**src/hw/vd_irq_pkg.sv**
```systemverilog
// constants for the video decoder event interrupt block
package vd_irq_pkg;
    localparam int         NUM_SRC        = 11;
    // word byte offsets on the register bus
    localparam logic [7:0] OFS_STATUS     = 8'h00;
    localparam logic [7:0] OFS_ENABLE     = 8'h04;
    localparam logic [7:0] OFS_PENDING    = 8'h08;
    localparam logic [7:0] OFS_SET_ENABLE = 8'h0c;
    // status and enable bit positions
    localparam int         BIT_SEQ_END_D  = 0;
    localparam int         BIT_DATA_ERR   = 1;
    localparam int         BIT_PIC_DEC    = 2;
    localparam int         BIT_SEQ_HDR    = 3;
    localparam int         BIT_SCAN_DONE  = 4;
    localparam int         BIT_UNDERFLOW  = 5;
    localparam int         BIT_SEQ_END_V  = 6;
    localparam int         BIT_GROUP_SHWN = 7;
    localparam int         BIT_PIC_SHWN   = 8;
    localparam int         BIT_SEQ_SHWN   = 9;
    localparam int         BIT_READY      = 10;
    localparam logic [10:0] ENABLE_RESET  = 11'h000;
    localparam logic [10:0] STATUS_RESET  = 11'h000;
endpackage

```
**src/hw/video_decoder_event_interrupts.sv**
```systemverilog
// event interrupt controller of the video decoder with a wishbone slave
// ---------------------------------------------------------------
// Summary of operation
// ---------------------------------------------------------------
// Summary of operation
// one interrupt output toward the host, shared by all sources.
// eleven sources, each enabled or disabled independently at any time.
// readable status register records which events occurred.
// decoding is unaffected by the enables and by the interrupt line.
// raise events on bitstream buffer underflow and on data error.
// raise events on picture decoded, sequence header, sequence end, scan done.
// at vsync, raise event on last picture shown before sequence end.
// at vsync, raise events on first intra picture after group and sequence start.
// at vsync, raise picture-shown event; raise ready-for-data event.
// host selects enabled sources through the enable-setting command.
// line high while any enabled status bit set; host clears by writing ones.
`timescale 1ns/1ns
module video_decoder_event_interrupts
    import vd_irq_pkg::*;
(
    // clock and reset
    input  wire logic        clock,
    input  wire logic        resetn,
    // wishbone slave
    input  wire logic        wb_cyc_i,
    input  wire logic        wb_stb_i,
    input  wire logic        wb_we_i,
    input  wire logic [7:0]  wb_adr_i,
    input  wire logic [3:0]  wb_sel_i,
    input  wire logic [31:0] wb_dat_i,
    output      logic [31:0] wb_dat_o,
    output      logic        wb_ack_o,
    // decode-time event pulses from the decoder core
    input  wire logic        seq_end_found_evt,
    input  wire logic        data_error_evt,
    input  wire logic        picture_decoded_evt,
    input  wire logic        seq_header_decoded_evt,
    input  wire logic        scan_decode_done_evt,
    input  wire logic        buffer_underflow_evt,
    // display-time event pulses from the video output unit
    input  wire logic        last_pic_shown_raw,
    input  wire logic        group_start_shown_raw,
    input  wire logic        picture_shown_raw,
    input  wire logic        seq_start_shown_raw,
    input  wire logic        ready_for_data_evt,
    // vertical sync pin
    input  wire logic        vsync_pin,
    // interrupt to host
    output      logic        irq
);
    // ---------------------------------------------------------------
    // state
    // ---------------------------------------------------------------
    logic [NUM_SRC-1:0] status;
    logic [NUM_SRC-1:0] enable;
    logic [NUM_SRC-1:0] evt;
    logic [NUM_SRC-1:0] clr;
    logic [3:0]         vtimed;
    logic               vsync_s1;
    logic               vsync_s2;
    logic               wb_req;
    logic               wr_fire;

    function automatic logic [31:0] pad(input logic [NUM_SRC-1:0] v);
        pad = {21'h000000, v};
    endfunction

    // ---------------------------------------------------------------
    // vsync synchroniser and display-time alignment
    // ---------------------------------------------------------------
    always_ff @(posedge clock)
    begin
        if (!resetn)
        begin
            vsync_s1 <= 1'b0;
            vsync_s2 <= 1'b0;
        end
        else
        begin
            vsync_s1 <= vsync_pin;
            vsync_s2 <= vsync_s1;
        end
    end

    vsync_event_align #(
        .WIDTH (4)
    ) u_align (
        .clock     (clock),
        .resetn    (resetn),
        .vsync     (vsync_s2),
        .raw_evt   ({seq_start_shown_raw, picture_shown_raw,
                     group_start_shown_raw, last_pic_shown_raw}),
        .timed_evt (vtimed)
    );

    // ---------------------------------------------------------------
    // event collection
    // ---------------------------------------------------------------
    always_comb
    begin
        evt                 = '0;
        evt[BIT_SEQ_END_D]  = seq_end_found_evt;
        evt[BIT_DATA_ERR]   = data_error_evt;
        evt[BIT_PIC_DEC]    = picture_decoded_evt;
        evt[BIT_SEQ_HDR]    = seq_header_decoded_evt;
        evt[BIT_SCAN_DONE]  = scan_decode_done_evt;
        evt[BIT_UNDERFLOW]  = buffer_underflow_evt;
        evt[BIT_SEQ_END_V]  = vtimed[0];
        evt[BIT_GROUP_SHWN] = vtimed[1];
        evt[BIT_PIC_SHWN]   = vtimed[2];
        evt[BIT_SEQ_SHWN]   = vtimed[3];
        evt[BIT_READY]      = ready_for_data_evt;
    end

    // ---------------------------------------------------------------
    // wishbone slave: one wait state, ack one cycle
    // ---------------------------------------------------------------
    assign wb_req  = wb_cyc_i & wb_stb_i & ~wb_ack_o;
    assign wr_fire = wb_req & wb_we_i & (&wb_sel_i[1:0]);
    assign clr     = (wr_fire && wb_adr_i == OFS_STATUS) ? wb_dat_i[NUM_SRC-1:0] : '0;

    always_ff @(posedge clock)
    begin
        if (!resetn)
            wb_ack_o <= 1'b0;
        else
            wb_ack_o <= wb_req;
    end

    always_ff @(posedge clock)
    begin
        if (!resetn)
            wb_dat_o <= 32'h00000000;
        else if (wb_req && !wb_we_i)
            case (wb_adr_i)
                OFS_STATUS:     wb_dat_o <= pad(status);
                OFS_ENABLE:     wb_dat_o <= pad(enable);
                OFS_PENDING:    wb_dat_o <= pad(status & enable);
                OFS_SET_ENABLE: wb_dat_o <= pad(enable);
                default:        wb_dat_o <= 32'h00000000;
            endcase
    end

    // enables only gate the line; events are always recorded
    always_ff @(posedge clock)
    begin
        if (!resetn)
            enable <= ENABLE_RESET;
        else if (wr_fire && (wb_adr_i == OFS_ENABLE || wb_adr_i == OFS_SET_ENABLE))
            enable <= wb_dat_i[NUM_SRC-1:0];
    end

    // set wins over a clear in the same cycle
    always_ff @(posedge clock)
    begin
        if (!resetn)
            status <= STATUS_RESET;
        else
            status <= (status & ~clr) | evt;
    end

    // decoding never waits on the line, it is a pure output
    always_ff @(posedge clock)
    begin
        if (!resetn)
            irq <= 1'b0;
        else
            irq <= |(((status & ~clr) | evt) & enable);
    end

    // ---------------------------------------------------------------
    // assertions
    // ---------------------------------------------------------------
    // the first cycle out of reset has no meaningful history to compare against
    AST_IRQ_FOLLOWS: assert property (@(posedge clock) disable iff (!resetn)
        $past(resetn) |->
        irq == |((($past(status) & ~$past(clr)) | $past(evt)) & $past(enable)))
        else $error("irq does not follow enabled status");
    AST_UNDERFLOW_SETS: assert property (@(posedge clock) disable iff (!resetn)
        buffer_underflow_evt |=> status[BIT_UNDERFLOW])
        else $error("underflow event lost");
    AST_ERR_SETS: assert property (@(posedge clock) disable iff (!resetn)
        data_error_evt |=> status[BIT_DATA_ERR])
        else $error("data error event lost");
    AST_PICDEC_SETS: assert property (@(posedge clock) disable iff (!resetn)
        picture_decoded_evt |=> status[BIT_PIC_DEC])
        else $error("picture decoded event lost");
    AST_SEQ_END_SETS: assert property (@(posedge clock) disable iff (!resetn)
        seq_end_found_evt |=> status[BIT_SEQ_END_D])
        else $error("sequence end event lost");
    AST_SEQ_HDR_SETS: assert property (@(posedge clock) disable iff (!resetn)
        seq_header_decoded_evt |=> status[BIT_SEQ_HDR])
        else $error("sequence header event lost");
    AST_SCAN_SETS: assert property (@(posedge clock) disable iff (!resetn)
        scan_decode_done_evt |=> status[BIT_SCAN_DONE])
        else $error("scan done event lost");
    AST_READY_SETS: assert property (@(posedge clock) disable iff (!resetn)
        ready_for_data_evt |=> status[BIT_READY])
        else $error("ready for data event lost");
    AST_CLEAR_W1C: assert property (@(posedge clock) disable iff (!resetn)
        (clr[BIT_PIC_DEC] && !evt[BIT_PIC_DEC]) |=> !status[BIT_PIC_DEC])
        else $error("write one did not clear status");
    AST_STATUS_HOLD: assert property (@(posedge clock) disable iff (!resetn)
        (status[BIT_READY] && !clr[BIT_READY]) |=> status[BIT_READY])
        else $error("status bit dropped without clear");
    AST_MASKED_QUIET: assert property (@(posedge clock) disable iff (!resetn)
        (enable == '0) [*2] |-> !irq)
        else $error("irq high with all sources disabled");
    AST_ENABLE_SEL_GUARD: assert property (@(posedge clock) disable iff (!resetn)
        (wb_req && wb_we_i && !(&wb_sel_i[1:0])) |=> $stable(enable))
        else $error("enable changed by a write without low byte lanes");
    AST_PIC_SHOWN_VSYNC: assert property (@(posedge clock) disable iff (!resetn)
        vtimed[2] |-> $past(vsync_s2) && !$past(vsync_s2, 2))
        else $error("picture shown event not at vsync");
    AST_LAST_PIC_VSYNC: assert property (@(posedge clock) disable iff (!resetn)
        vtimed[0] |=> status[BIT_SEQ_END_V])
        else $error("last picture event lost");
    AST_GROUP_VSYNC: assert property (@(posedge clock) disable iff (!resetn)
        vtimed[1] |=> status[BIT_GROUP_SHWN])
        else $error("group start event lost");
    AST_SEQ_SHOWN_VSYNC: assert property (@(posedge clock) disable iff (!resetn)
        vtimed[3] |=> status[BIT_SEQ_SHWN])
        else $error("sequence start shown event lost");
    AST_ACK_ANSWERS: assert property (@(posedge clock) disable iff (!resetn)
        wb_req |=> wb_ack_o)
        else $error("request not acknowledged after one cycle");
    AST_ACK_ONE: assert property (@(posedge clock) disable iff (!resetn)
        wb_ack_o |=> !wb_ack_o)
        else $error("ack held longer than one cycle");
endmodule

```
**src/hw/vsync_event_align.sv**
```systemverilog
// holds display-time events until the next vertical sync edge
`timescale 1ns/1ns
module vsync_event_align
    import vd_irq_pkg::*;
#(
    parameter int WIDTH = 6
)
(
    // clock and reset
    input  wire logic             clock,
    input  wire logic             resetn,
    // synchronised vertical sync level
    input  wire logic             vsync,
    // raw display events and events released at vsync
    input  wire logic [WIDTH-1:0] raw_evt,
    output      logic [WIDTH-1:0] timed_evt
);
    logic [WIDTH-1:0] held;
    logic             vsync_d;
    logic             vsync_rise;

    assign vsync_rise = vsync & ~vsync_d;

    always_ff @(posedge clock)
    begin
        if (!resetn)
            vsync_d <= 1'b0;
        else
            vsync_d <= vsync;
    end

    // an event arriving on the release edge is kept for the next frame
    always_ff @(posedge clock)
    begin
        if (!resetn)
            held <= '0;
        else if (vsync_rise)
            held <= raw_evt;
        else
            held <= held | raw_evt;
    end

    always_ff @(posedge clock)
    begin
        if (!resetn)
            timed_evt <= '0;
        else if (vsync_rise)
            timed_evt <= held;
        else
            timed_evt <= '0;
    end
endmodule

```
**config.mk**
```make
export PLATFORM = sky130hd
export DESIGN_NAME = video_decoder_event_interrupts
export DESIGN_NICKNAME = d
export VERILOG_FILES = /design/src/hw/vd_irq_pkg.sv /design/src/hw/video_decoder_event_interrupts.sv /design/src/hw/vsync_event_align.sv
export SDC_FILE = /design/constraint.sdc
export NUM_CORES = 1
export LEC_CHECK = 0
export ABC_CLOCK_PERIOD_IN_PS = 2600
export CAP_MARGIN = 20
export CORE_ASPECT_RATIO = 0.5
export CORE_MARGIN = 3
export CORE_UTILIZATION = 55
export CTS_BUF_LIST = sky130_fd_sc_hd__clkbuf_16
export DETAILED_ROUTE_END_ITERATION = 8
export DONT_BUFFER_PORTS = 1
export HOLD_SLACK_MARGIN = 0.03
export PLACE_DENSITY = 0.7
export RECOVER_POWER = 25
export REMOVE_ABC_BUFFERS = 1
export SLEW_MARGIN = 15
export SYNTH_ARGS = -nofsm -noshare
export SYNTH_HDL_FRONTEND = slang
export SYNTH_SLANG_ARGS = --single-unit
```
**constraint.sdc**
```tcl
create_clock -name clock -period 2.6 [get_ports clock]
set_input_delay 0 -clock clock [delete_from_list [all_inputs] [get_ports clock]]
set_output_delay 0 -clock clock [all_outputs]
set_load 0.01 [all_outputs]
```
==> impl_metrics.csv <==
group,metric,value,unit
sta,final-setup-viol-count,0,
logic_synthesis,syn_inst,237,
layout,final_core_util,74.2,%
sta,worst_slack,0.467,ns
place,dp_cells,276,
critical_path,cp_slowest_cell,"dlygate4sd3_1",
power_and_ir_drop,p_leak,0.00100,uW
outcome,status,"finished, final reports clean",
sta,skew,0.00687,ns
sta,period_share,82.0,%
critical_path,worstPathMaxFanout,19,
worst_hold_path,hold_class,"in2reg",
logic_synthesis,synth_area_leaders,"dfxtp_1 (46%), buf_4 (7.9%), nor2_1 (7.5%)",
route,drt_iter0_drc,108,
route,ant_nets,0,
layout,fillers,256,
logic_synthesis,synthMuxAreaShare,5.52,%
clocking,cts_buffer_depth,2,
logic_synthesis,synthXorXnorAreaFrac,0,%
logic_synthesis,synth_top_area_share,46.2,%
critical_path,worstPathArrival,2.27,ns
route,first_pass_iters,4,
sta,max_slew_margin,37.6,%
route,drt-total-wl,4660,um
sta,max_freq,469,MHz
sta,finalMaxSlewViolations,0,
grt,grt_util_all_layers,20.8,%
floorplan,die_w,91.2,um
layout,fin_cells,315,
place,port-buffer-count,0,
logic_synthesis,synth_top_cell_by_area,"dfxtp_1",
sta,worstMarginPinSlew,0.932,ns
power_and_ir_drop,vdd_ir_drop_max,0.358,mV
place,dp_hpwl,2910,um
sta,grt_setup_unrepaired,"no",
floorplan,initial_core_util,61.9,%
layout,syn_to_final_growth,19.9,%
power_and_ir_drop,p_per_area,599,nW/um^2
logic_synthesis,ys_warn_count,0,
layout,fin_nets,328,
grt,gr-total-overflow,0,
run,drv_cap,0,
logic_synthesis,synth_top_family_by_area,"simple AND/OR/NAND/NOR gates",
logic_synthesis,seq_area_frac_synth,46.2,%
place,gp_congestion,0.772,
route,drcViolationCount,0,
layout,antennaDiodeCount,0,
logic_synthesis,synth_fa_ha_area_share,0,%
floorplan,die_h,48.6,um
critical_path,crit_buf_inv,2,
layout,mostFrequentLayoutCells,"dfxtp_1 (46), nor2_1 (40), dlygate4sd3_1 (32)",
clocking,cts-resized-gates,0,
clocking,cts_max_level,2,
grt,grt_max_degree,38,
critical_path,startpoint_type,"register",
floorplan,dieArea,4430,um^2
clocking,path_clk_slew,0.06,ns
logic_synthesis,synth-compound-area-share,15.8,%
floorplan,core_region_area,3220,um^2
sta,min_period,2.13,ns
route,routed_via_density,5.43,
clocking,cts_root_buffer,"clkbuf_16",
grt,antenna_found_initial,0,
layout,layout-drive-gt1-share,4.87,%
floorplan,rows,14,
grt,grt_pass1_vias,1603,
sta,hold-worst-slack,0.0793,ns
critical_path,required,2.74,ns
floorplan,io_pins,95,
critical_path,crit_chain,"nand3b_1, nor4_2, buf_4, nand2_1, a21oi_1, dlygate4sd3_1, nor2_1",
sta,hold_viol,0,
critical_path,critical_path_class,"reg2reg",
sta,final.setup.tns,0,ns
layout,seqCellArea,921,um^2
route,dr_total_vias,1710,
clocking,cts.sinks,46,
critical_path,crit_family,"buffers and inverters",
logic_synthesis,synth.avg_cell_area,8.42,um^2
clocking,clkLatencyLatePin,0.28,ns
grt,grt_pass1_wl,7460,um
layout,multi_input_area,893,um^2
route,post_drt_wl_per_cell,14.8,um
layout,final_common_cell,"dfxtp_1",
critical_path,worstSetupEndpointType,"register",
clocking,numCtsBuffers,5,
place,dpl_worst_slack,0.539,ns
logic_synthesis,synthSimpleGateAreaFrac,19.5,%
logic_synthesis,ys_ff_latch,46,
logic_synthesis,synthesis.area,1990,um^2
logic_synthesis,synth_cell_types,30,
critical_path,cpPeakStageDelay,0.57,ns
clocking,cts_tree,"built",
through the flow:
step	power [uW]	instance area [um^2]
global placement	807	1930
global route	1490	2390
finish	1430	2390
detailed placement	809	1930
CTS	1440	2390
floorplan	796	1860
per-layer routing:
layer  up-vias  track usage (%)  share of wire (%)
li1        832                -                  -
met3         6             6.81                7.8
met4         0             4.50               0.58
met1       792             26.6                 46
met5         -                0                  0
met2        80             34.6                 46
sequential cells by signal (all words and copies together) (netlist names):
register,cells
enable,11
irq,1
status,11
u_align.held,4
u_align.timed_evt,4
u_align.vsync_d,1
vsync_s1,1
vsync_s2,1
wb_ack_o,1
wb_dat_o,11
cell type report:
cell class	instances	area share [%]
clock buffers	5	5.23
multi-input cells	168	37.4
inverters	12	1.88
well taps	48	2.51
flip-flops and latches	46	38.5
repair buffers	34	14.0
clock inverters	2	0.471
synth_stat cells:
cell type,n
or2_0,1
nand2_1,8
o22ai_1,11
or4_1,1
conb_1,1
nor4_2,1
o21ai_0,9
nand3_1,1
clkbuf_1,7
buf_6,2
nor4_1,2
a21boi_0,1
a31oi_1,10
and2_1,9
inv_2,1
a22oi_1,1
nand2b_1,1
buf_4,21
nor3_1,11
or4_4,2
dfxtp_1,46
mux2i_1,11
nand3b_1,1
or3_4,1
a41oi_1,1
nor2b_1,1
a21oi_1,23
inv_1,11
buf_1,1
nor2_1,40
worst register-to-register path, stage by stage, from the launching register on:
cell and delay [ns]:
dfxtp_1 0.34, nand3b_1 0.26, nor4_2 0.28, buf_4 0.28, nand2_1 0.08, a21oi_1 0.15, dlygate4sd3_1 0.57, nor2_1 0.04
cell families (layout without fill, tap and decap cells):
| kind of cell | Yosys count | after routing |
|---|---|---|
| AOI/OAI and AO/OA | 56 | 56 |
| buffers and inverters | 43 | 53 |
| DFF | 46 | 46 |
| muxes | 11 | 11 |
| other | 1 | 21 |
| and+or+nand+nor | 80 | 80 |
where the power goes:
group | internal [uW] | switching [uW] | total (uW) | leakage, uW
registers | 722 | 9.58 | 731 | 0.000375
clock network | 347 | 246 | 593 | 0.0000671
logic | 52.5 | 55.9 | 108 | 0.000562
worst paths after layout:
kind / from / end / slack [ns] / cells after the start
worst min register to register: vsync_s1$_SDFF_PN0_ / vsync_s2$_SDFF_PN0_ / 0.44 / 1
worst max-delay path: wb_ack_o$_SDFF_PN0_ / status[4]$_SDFF_PN0_ / 0.47 / 7
worst max register to register: wb_ack_o$_SDFF_PN0_ / status[4]$_SDFF_PN0_ / 0.47 / 7
worst min-delay path: wb_adr_i[2] / wb_dat_o[5]$_SDFFE_PN0P_ / 0.08 / 4
what timing repair did:
action / 4_1_cts / 5_1_grt
endpoints found under the hold margin: 30 / 0
hold buffers: 32 / 0
setup buffers: 0 / 0
Power figures use the tool's default switching activity.
